## src/rtl/gpc_regs.vh

```
`ifndef GPC_REGS_VH
`define GPC_REGS_VH
// ==========================================================================
// Register offsets (byte addresses within the port window).
`define GPC_OFF_ALT_FUNCTION_SELECT 12'h420
`define GPC_OFF_DRIVE_LOW_SELECT 12'h500
`define GPC_OFF_DRIVE_MID_SELECT 12'h504
`define GPC_OFF_DRIVE_HIGH_SELECT 12'h508
`define GPC_OFF_OPEN_DRAIN_SELECT 12'h50c
`define GPC_OFF_PULL_UP_SELECT 12'h510
`define GPC_OFF_PULL_DOWN_SELECT 12'h514
`define GPC_OFF_LINE_DIRECTION 12'h400
`define GPC_ADDR_W 12
// ==========================================================================
// Reset values.
`define GPC_RST_ALT_DEFAULT 8'h00
`define GPC_RST_ALT_PORT_B 8'h80
`define GPC_RST_ALT_PORT_C 8'h0f
`define GPC_RST_DRIVE_LOW 8'hff
`define GPC_RST_DRIVE_MID 8'h00
`define GPC_RST_DRIVE_HIGH 8'h00
`define GPC_RST_OPEN_DRAIN 8'h00
`define GPC_RST_PULL_UP 8'hff
`define GPC_RST_PULL_DOWN 8'h00
`define GPC_RST_DIRECTION 8'h00
// ==========================================================================
// Port kinds and bus constants.
`define GPC_PORT_OTHER 2'h0
`define GPC_PORT_B 2'h1
`define GPC_PORT_C 2'h2
`define GPC_UPPER_READ 24'h000000
`endif

```

## src/rtl/gpc_cfg_bits.v

```verilog
`timescale 1ns/10ps
// One 8-bit configuration register with a delayed sibling clear.
module gpc_cfg_bits #(
  parameter [7:0] RESET_VAL = 8'h00
) (
  input wire clk_i,
  input wire rst_i,
  input wire wr_i,
  input wire [7:0] wdata_i,
  input wire [7:0] clr_i,
  output wire [7:0] value_o
);
  reg [7:0] value_q;
  reg [7:0] clr_q;
  reg [7:0] value_d;

  always @* begin
    value_d = value_q & ~clr_q;
    if (wr_i) begin
      value_d = wdata_i;
    end
  end

  // The clear is staged one cycle so it shows on the second cycle after the write.
  always @(posedge clk_i) begin
    if (rst_i) begin
      value_q <= RESET_VAL;
      clr_q <= 8'h00;
    end else begin
      value_q <= value_d;
      clr_q <= clr_i;
    end
  end

  assign value_o = value_q;
endmodule

```

## src/rtl/gpc_pad_config.v

```verilog
// Chosen here: the Wishbone register port.
`timescale 1ns/10ps
`include "gpc_regs.vh"

module gpc_pad_config #(
  parameter [1:0] PORT_KIND = `GPC_PORT_OTHER
) (
  input wire clk_i,
  input wire rst_i,
  input wire wb_cyc_i,
  input wire wb_stb_i,
  input wire wb_we_i,
  input wire [`GPC_ADDR_W-1:0] wb_adr_i,
  input wire [3:0] wb_sel_i,
  input wire [31:0] wb_dat_i,
  output reg [31:0] wb_dat_o,
  output reg wb_ack_o,
  output wire [7:0] alt_function_bits_o,
  output wire [7:0] drive_low_bits_o,
  output wire [7:0] drive_mid_bits_o,
  output wire [7:0] drive_high_bits_o,
  output wire [7:0] open_drain_bits_o,
  output wire [7:0] pull_up_bits_o,
  output wire [7:0] pull_down_bits_o,
  output wire [7:0] line_direction_o,
  output wire [7:0] od_input_o,
  output wire [7:0] od_output_o
);
  // ==========================================================================
  // Bus decode.
  localparam [7:0] ALT_RESET = (PORT_KIND == `GPC_PORT_B) ? `GPC_RST_ALT_PORT_B :
                               (PORT_KIND == `GPC_PORT_C) ? `GPC_RST_ALT_PORT_C :
                               `GPC_RST_ALT_DEFAULT;

  wire req = wb_cyc_i & wb_stb_i & ~wb_ack_o;
  // Only byte lane 0 holds data; upper lanes are ignored.
  wire wr = req & wb_we_i & wb_sel_i[0];
  wire [7:0] wd = wb_dat_i[7:0];

  reg wr_alt, wr_lo, wr_mid, wr_hi, wr_od, wr_pu, wr_pd, wr_dir;
  reg hit;
  always @* begin
    wr_alt = 1'b0;
    wr_lo = 1'b0;
    wr_mid = 1'b0;
    wr_hi = 1'b0;
    wr_od = 1'b0;
    wr_pu = 1'b0;
    wr_pd = 1'b0;
    wr_dir = 1'b0;
    hit = 1'b1;
    if (wb_adr_i == `GPC_OFF_ALT_FUNCTION_SELECT) begin
      wr_alt = wr;
    end else if (wb_adr_i == `GPC_OFF_DRIVE_LOW_SELECT) begin
      wr_lo = wr;
    end else if (wb_adr_i == `GPC_OFF_DRIVE_MID_SELECT) begin
      wr_mid = wr;
    end else if (wb_adr_i == `GPC_OFF_DRIVE_HIGH_SELECT) begin
      wr_hi = wr;
    end else if (wb_adr_i == `GPC_OFF_OPEN_DRAIN_SELECT) begin
      wr_od = wr;
    end else if (wb_adr_i == `GPC_OFF_PULL_UP_SELECT) begin
      wr_pu = wr;
    end else if (wb_adr_i == `GPC_OFF_PULL_DOWN_SELECT) begin
      wr_pd = wr;
    end else if (wb_adr_i == `GPC_OFF_LINE_DIRECTION) begin
      wr_dir = wr;
    end else begin
      hit = 1'b0;
    end
  end

  // ==========================================================================
  // Sibling clears: only ones written cause them, per bit position.
  wire [7:0] set_lo = wr_lo ? wd : 8'h00;
  wire [7:0] set_mid = wr_mid ? wd : 8'h00;
  wire [7:0] set_hi = wr_hi ? wd : 8'h00;
  wire [7:0] set_pu = wr_pu ? wd : 8'h00;
  wire [7:0] set_pd = wr_pd ? wd : 8'h00;

  wire [7:0] clr_lo = set_mid | set_hi;
  wire [7:0] clr_mid = set_lo | set_hi;
  wire [7:0] clr_hi = set_lo | set_mid;
  wire [7:0] clr_pu = set_pd;
  wire [7:0] clr_pd = set_pu;

  // ==========================================================================
  // Register bank.
  gpc_cfg_bits #(.RESET_VAL(ALT_RESET)) u_alt (
    .clk_i(clk_i),
    .rst_i(rst_i),
    .wr_i(wr_alt),
    .wdata_i(wd),
    .clr_i(8'h00),
    .value_o(alt_function_bits_o)
  );

  gpc_cfg_bits #(.RESET_VAL(`GPC_RST_DRIVE_LOW)) u_lo (
    .clk_i(clk_i),
    .rst_i(rst_i),
    .wr_i(wr_lo),
    .wdata_i(wd),
    .clr_i(clr_lo),
    .value_o(drive_low_bits_o)
  );

  gpc_cfg_bits #(.RESET_VAL(`GPC_RST_DRIVE_MID)) u_mid (
    .clk_i(clk_i),
    .rst_i(rst_i),
    .wr_i(wr_mid),
    .wdata_i(wd),
    .clr_i(clr_mid),
    .value_o(drive_mid_bits_o)
  );

  gpc_cfg_bits #(.RESET_VAL(`GPC_RST_DRIVE_HIGH)) u_hi (
    .clk_i(clk_i),
    .rst_i(rst_i),
    .wr_i(wr_hi),
    .wdata_i(wd),
    .clr_i(clr_hi),
    .value_o(drive_high_bits_o)
  );

  gpc_cfg_bits #(.RESET_VAL(`GPC_RST_OPEN_DRAIN)) u_od (
    .clk_i(clk_i),
    .rst_i(rst_i),
    .wr_i(wr_od),
    .wdata_i(wd),
    .clr_i(8'h00),
    .value_o(open_drain_bits_o)
  );

  gpc_cfg_bits #(.RESET_VAL(`GPC_RST_PULL_UP)) u_pu (
    .clk_i(clk_i),
    .rst_i(rst_i),
    .wr_i(wr_pu),
    .wdata_i(wd),
    .clr_i(clr_pu),
    .value_o(pull_up_bits_o)
  );

  gpc_cfg_bits #(.RESET_VAL(`GPC_RST_PULL_DOWN)) u_pd (
    .clk_i(clk_i),
    .rst_i(rst_i),
    .wr_i(wr_pd),
    .wdata_i(wd),
    .clr_i(clr_pd),
    .value_o(pull_down_bits_o)
  );

  gpc_cfg_bits #(.RESET_VAL(`GPC_RST_DIRECTION)) u_dir (
    .clk_i(clk_i),
    .rst_i(rst_i),
    .wr_i(wr_dir),
    .wdata_i(wd),
    .clr_i(8'h00),
    .value_o(line_direction_o)
  );

  // ==========================================================================
  // Pad mode decode. The open-drain decode ignores the alternate-function bits.
  wire [7:0] sw_lines = ~alt_function_bits_o;
  assign od_input_o = open_drain_bits_o & ~line_direction_o;
  assign od_output_o = open_drain_bits_o & line_direction_o;

  // ==========================================================================
  // Read mux and acknowledge; unmapped addresses read zero and still ack.
  reg [7:0] rd;
  always @* begin
    rd = 8'h00;
    if (wb_adr_i == `GPC_OFF_ALT_FUNCTION_SELECT) begin
      rd = ~sw_lines;
    end else if (wb_adr_i == `GPC_OFF_DRIVE_LOW_SELECT) begin
      rd = drive_low_bits_o;
    end else if (wb_adr_i == `GPC_OFF_DRIVE_MID_SELECT) begin
      rd = drive_mid_bits_o;
    end else if (wb_adr_i == `GPC_OFF_DRIVE_HIGH_SELECT) begin
      rd = drive_high_bits_o;
    end else if (wb_adr_i == `GPC_OFF_OPEN_DRAIN_SELECT) begin
      rd = open_drain_bits_o;
    end else if (wb_adr_i == `GPC_OFF_PULL_UP_SELECT) begin
      rd = pull_up_bits_o;
    end else if (wb_adr_i == `GPC_OFF_PULL_DOWN_SELECT) begin
      rd = pull_down_bits_o;
    end else if (wb_adr_i == `GPC_OFF_LINE_DIRECTION) begin
      rd = line_direction_o;
    end
  end

  always @(posedge clk_i) begin
    if (rst_i) begin
      wb_ack_o <= 1'b0;
      wb_dat_o <= 32'h00000000;
    end else begin
      wb_ack_o <= req;
      wb_dat_o <= {`GPC_UPPER_READ, (hit ? rd : 8'h00)};
    end
  end
endmodule

```

## config.mk

```make
export PLATFORM = sky130hd
export DESIGN_NAME = gpc_pad_config
export DESIGN_NICKNAME = d
export VERILOG_FILES = /design/src/rtl/gpc_cfg_bits.v /design/src/rtl/gpc_pad_config.v
export VERILOG_INCLUDE_DIRS = /design/src /design/src/rtl
export SDC_FILE = /design/constraint.sdc
export NUM_CORES = 1
export LEC_CHECK = 0
export BUFFER_PORTS_ARGS = -buffer_cell sky130_fd_sc_hd__buf_2
export CORE_MARGIN = 10
export CORE_UTILIZATION = 54
export DETAILED_ROUTE_END_ITERATION = 8
export GPL_TIMING_DRIVEN = 1
export MAX_ROUTING_LAYER = met4
export PLACE_DENSITY = 0.85
export SETUP_SLACK_MARGIN = 0.15
export SLEW_MARGIN = 0
export SYNTH_ARGS = -nofsm -noshare
export SYNTH_HDL_FRONTEND = slang
export SYNTH_SLANG_ARGS = --single-unit
```

## constraint.sdc

```tcl
create_clock -name clk_i -period 4.1 [get_ports clk_i]
set_clock_uncertainty 0.1 [all_clocks]
set_input_delay 0.41 -clock clk_i [delete_from_list [all_inputs] [get_ports clk_i]]
set_output_delay 0.41 -clock clk_i [all_outputs]
set_load 0.01 [all_outputs]
```

### Word level (Yosys, flattened, before mapping)

Cells that the tools add are included.

| storage, ports and cells | value |
|---|---|
| bits of input ports | 53 |
| register bits | 137 |

| cells by class | value |
|---|---|
| bitwise operators | 26 |
| mux-type cells | 63 |
| eq/ne operators | 8 |
| reductions and logical operators | 3 |

Operators by type and width:

| kind | number |
|---|---|
| $mux W8 | 19 |
| $eq A12 B11 Y1 const B | 8 |
| $not A8 Y8 | 8 |
| $and A8 B8 Y8 | 7 |
| $mux W1 | 44 |
| $or A8 B8 Y8 | 3 |
| $reduce_or A2 Y1 | 3 |
| $and A1 B1 Y1 | 4 |
| $not A1 Y1 | 4 |

### Depth between registers and ports, before layout

| logic depth | value |
|---|---|
| depth after elaboration | 13 |
| depth in mapped cells | 7 |
| gate-level depth less buffers | 5 |

### By module

Synthesis repeated with hierarchy kept, for this count alone.

| second synthesis, totals | value |
|---|---|
| cells, all modules | 636 |
| area total of the unflattened synthesis | 5885.6 µm² |

By module, submodules not included:

| module | area an instance (µm²) | instances | sequential area each (µm²) | cells each |
|---|---|---|---|---|
| gpc_cfg_bits at u_alt ... | 525.5 | 6 | 320.3 | 50 |
| gpc_pad_config | 1669.1 | 1 | 180.2 | 240 |
| gpc_cfg_bits at u_lo ... | 531.8 | 2 | 320.3 | 48 |

### Least setup slack after synthesis

No wires, ideal clock.

| timing path | value |
|---|---|
| path type | in2reg |
| start | input wb_adr_i[5] |
| end | register u_hi.value_q[0] (netlist: u_hi.value_o[0]) |
| path slack | 1.962 ns |
| data required time | 3.868 ns |
| data arrival time | 1.906 ns |
| stages | 7 |
| buffers on the path | 2 |
| cell sequence | buf_2 -> nor4_4 -> nand3_1 -> or3_1 -> clkbuf_1 -> nand3b_1 -> a21oi_1 |

| on the way | value |
|---|---|
| cells in the longest elaborated chain, start to end | 6 |
| elaborated cells between the ends (all ways) | 9 |

RTL lines:

| what | line | text |
|---|---|---|
| from (decl) | gpc_pad_config.v:13 | `` input wire [`GPC_ADDR_W-1:0] wb_adr_i, `` |
| $eq A12 B11 Y1 (no line) | -- |  |
| $mux W1 | gpc_pad_config.v:58 | `` end else if (wb_adr_i == `GPC_OFF_DRIVE_HIGH_SELECT) begin `` |
| $mux W1 | gpc_pad_config.v:56 | `` end else if (wb_adr_i == `GPC_OFF_DRIVE_MID_SELECT) begin `` |
| $mux W1 | gpc_pad_config.v:54 | `` end else if (wb_adr_i == `GPC_OFF_DRIVE_LOW_SELECT) begin `` |
| $mux W1 * | gpc_pad_config.v:52 | `` if (wb_adr_i == `GPC_OFF_ALT_FUNCTION_SELECT) begin `` |
| $mux W8 * | gpc_cfg_bits.v:19 | `if (wr_i) begin` |
| to (signal assigned) | gpc_cfg_bits.v:30 | `value_q <= value_d;` |
| to (decl) | gpc_cfg_bits.v:13 | `reg [7:0] value_q;` |

Every way passes the cells marked *; elsewhere a longest branch is shown, timed or not.
A chain may end at the register's enable or synchronous reset.

### Worst setup path after layout

| timing path | value |
|---|---|
| start | input wb_adr_i[4] |
| end | register u_lo.clr_q[4] |

| on the way | value |
|---|---|
| cells in the longest elaborated chain, start to end | 7 |
| elaborated cells between the ends (all ways) | 14 |

RTL lines:

| what | line | text |
|---|---|---|
| $eq A12 B11 Y1 (no line) | -- |  |
| $mux W1 | gpc_pad_config.v:58 |  |
| $mux W1 | gpc_pad_config.v:56 |  |
| $mux W1 | gpc_pad_config.v:54 |  |
| $mux W1 | gpc_pad_config.v:52 |  |
| $mux W8 | gpc_pad_config.v:77 | `wire [7:0] set_hi = wr_hi ? wd : 8'h00;` |
| $or A8 B8 Y8 * | gpc_pad_config.v:81 | `wire [7:0] clr_lo = set_mid \| set_hi;` |
| to (signal assigned) | gpc_cfg_bits.v:31 | `clr_q <= clr_i;` |
| to (decl) | gpc_cfg_bits.v:14 | `reg [7:0] clr_q;` |

Marks and branches as above.

==> flow_summary_export.csv <==
group,metric,value,unit
run,cap_viol_max_count,0,
route,post_drt_wl_per_cell,21.77,um
timing,hold_violations,0,
setup_path,cpPeakStageDelay,670,ps
synthesis,synth_top_area_share,45.95,%
synthesis,synth.distinct_cells,52,
route,drt-vias-per-instance,5.992,
cells_and_area,antenna_cells,0,
die,rows,34,
cts,cts_buffers,17,
setup_path,slowest_stage,"nor4_4",
cts,cts_tree,"built",
worst_hold_path,hp-class,"input port to flop",
synthesis,synth_fa_ha_area_share,0,%
cts,cts-root-buf,"clkbuf_8",
route,post-route-drc-count,0,
timing,maxSlewViolCount,0,
synthesis,synth_area,0.004923,sq mm
synthesis,async_flop_share,0,%
die,core-area,0.008806,sq mm
timing,post-route-period-util,61.08,%
setup_path,cp_cell_sequence,"buf_2 -> nor4_4 -> nand4_1 -> nor2_2 -> nor2_1 -> nor2_1",
synthesis,yosys_warnings,0,
setup_path,critPathLaunchType,"input port",
timing,rsz0062_at_grt,"no",
setup_path,crit_path_end_kind,"flop",
power,pwr_density_cell,460.6,mW/mm^2
placement,post_dp_cell_area,0.005374,sq mm
route,vias,4470,
setup_path,arrival,2840,ps
power,power_frac_comb,3.8,%
synthesis,synthXorXnorAreaFrac,0,%
timing,post-route-min-period,2504,ps
placement,gp_congestion,0.9470,
synthesis,synth-edff-count,0,
cells_and_area,layout.cells.non_filler,746,
power,power_frac_seq,39.8,%
synthesis,seq_area_frac_synth,45.95,%
grt,grt_usage,24.52,%
synthesis,avgSynthCellArea,9.468,sq um
placement,post-dp-hpwl,11.40,mm
grt,antenna_found_initial,0,
status,status,"finished, final reports clean",
cts,cts.reportedPaths.clkPinSlew,60,ps
route,postRouteAntennaNets,0,
die,dieArea,0.01334,sq mm
route,wl,16.24,mm
cts,cts_resized,0,
timing,worstMarginPinSlew,841.7,ps
timing,holdWs,163.1,ps
synthesis,synth-seq-cells,113,
grt,grt_overflow,0,
power,p_int,2.168,mW
synthesis,synth-compound-area-share,14.89,%
grt,grt_pass1_wl,24.45,mm
synthesis,yosys.area.top_type,"dfxtp_1",
setup_path,crit_path_max_fanout,13,
synthesis,synth_ff_type,"dfxtp_1",
synthesis,synthCells,520,
cts,clock_path_buffers,2,
cts,clock_latency,530,ps
cts,clock_sinks,113,
power,swShare,21.57,%
placement,port_buffers,114,
die,die_w,115.5,um
grt,grt_pass1_vias,4425,
cells_and_area,fillers,701,
setup_path,cpMostUsedCell,"nor2_1",
timing,clock.fmax,0.3993,GHz
cells_and_area,syn2layout_area_growth,21.88,%
power,power_switching,0.5963,mW
cells_and_area,nNetsFinal,679,
cts,post_cts_buffers,0,
timing,timing.setup.tns,0,ps
timing,slew_headroom,43.58,%
timing,setup_viol,0,
synthesis,synthMuxAreaShare,5.083,%
route,first_iter_violations,387,
power,power_frac_clock,56.4,%
synthesis,synth_simple_gate_area_share,24.17,%
route,dr.pass1.iters,5,
setup_path,required,4440,ps
cts,htree_levels,4,
synthesis,synth_area_leaders,"dfxtp_1 (46%), mux2i_1 (5.1%), nor2_1 (4.7%)",
power,leakagePower,2.544,nW
placement,dp_cells,715,
cells_and_area,layout-drive-gt1-share,26.49,%
setup_path,crit_family,"simple AND/OR/NAND/NOR gates",
synthesis,synth_top_family_by_area,"simple AND/OR/NAND/NOR gates",
setup_path,critPathBufInv,1,
power,vdd_ir_drop_max,363.2,uV
die,initial_utilization,55.91,%
grt,grt_max_degree,44,
die,io_pins,166,
cells_and_area,design_area,0.006001,sq mm
die,die_y,115.5,um
setup_path,crit_type,"input port to flop",
cts,cts.hold.buffers_added,0,
## layout make-up
| type | instances | area (sq um) | share of cell area (%) |
|---|---|---|---|
| timing repair buffer | 120 | 615.6 | 10.26 |
| sequential | 113 | 2262 | 37.70 |
| tap | 108 | 135.1 | 2.252 |
| clock buffer | 22 | 473.0 | 7.882 |
| inverter | 26 | 97.59 | 1.626 |
| clock inverter | 9 | 153.9 | 2.565 |
| multi-input combinational | 348 | 2263 | 37.72 |
## stage by stage
stage	setup WS, ps	power (mW)	utilization (%)
after detailed placement	1268	1.224	61.03
after floorplan	1962	1.207	-
after global placement	1325	1.222	61.03
final	1596	2.764	68.14
after CTS	1709	2.762	68.14
after global routing	1436	2.821	68.14
## cell usage in the layout, fill, tap and decap left out, types with 8 or more instances in the layout
cell | netlist | routed
a21oi_1 | 33 | 33
a32o_1 | 8 | 8
a32oi_1 | 8 | 8
and2_1 | 26 | 26
buf_2 | 7 | 114
clkbuf_16 | 0 | 16
conb_1 | 1 | 24
dfxtp_1 | 113 | 113
inv_1 | 24 | 24
mux2i_1 | 25 | 25
nand2_1 | 35 | 35
nand3b_1 | 16 | 16
nand4_1 | 10 | 10
nor2_1 | 62 | 62
nor2b_1 | 8 | 8
nor3_1 | 12 | 12
o2111ai_1 | 8 | 8
o21bai_1 | 8 | 8
o221ai_1 | 8 | 8
o311ai_1 | 8 | 8
## worst register-to-register path: cells and delay by family (launching register included)
family           cells  cell delay, ps
AO/OA/AOI/OAI        2             700
AND/OR/NAND/NOR      3            1010
flip-flops           1             300
## Yosys cell counts, types with 3 or more instances
library cell	number
nand4_1	10
a21oi_1	33
nor2b_1	8
o21a_1	7
o311ai_1	8
inv_1	24
a32o_1	8
dfxtp_1	113
nand3b_1	16
o221ai_1	8
o21bai_1	8
mux2i_1	25
nand2_1	35
o2111ai_1	8
nor4_4	4
nor2_1	62
a221oi_1	7
a32oi_1	8
clkbuf_1	12
nor3_4	3
buf_6	8
buf_2	7
and2_1	26
nor3_1	12
buf_4	26
## kinds of logic (layout without fill, tap and decap cells)
| group | count (synthesis) | after routing |
|---|---|---|
| AOI/OAI and AO/OA | 99 | 99 |
| and+or+nand+nor | 200 | 200 |
| muxes | 25 | 25 |
| other | 1 | 24 |
| DFF | 113 | 113 |
| buffers and inverters | 82 | 177 |
## per-layer routing
layer	share of wire, %	track usage (%)	vias up
met1	39	28.11	2153
met3	9.6	6.098	38
li1	-	-	2014
met2	49	40.50	265
met5	0	-	-
met4	2.8	9.544	0
## worst paths after layout
check,startpoint,to,slack (ps),depth (start not counted)
min,wb_dat_i[6],u_mid.value_o[6],160,3
max reg2reg,wb_ack_o,u_pd.value_o[3],1870,5
min reg2reg,u_lo.clr_q[6],u_lo.value_o[6],360,1
max,wb_adr_i[4],u_lo.clr_q[4],1600,6
## power by group through the flow
stage	Sequential [mW]	Clock (mW)	Combinational, mW
after floorplan	1.12	0	0.0840
after global placement	1.12	0	0.0994
after detailed placement	1.12	0	0.101
after CTS	1.10	1.56	0.102
after global routing	1.10	1.61	0.113
final	1.10	1.56	0.106
No activity file was read; power rests on OpenSTA's default activity.
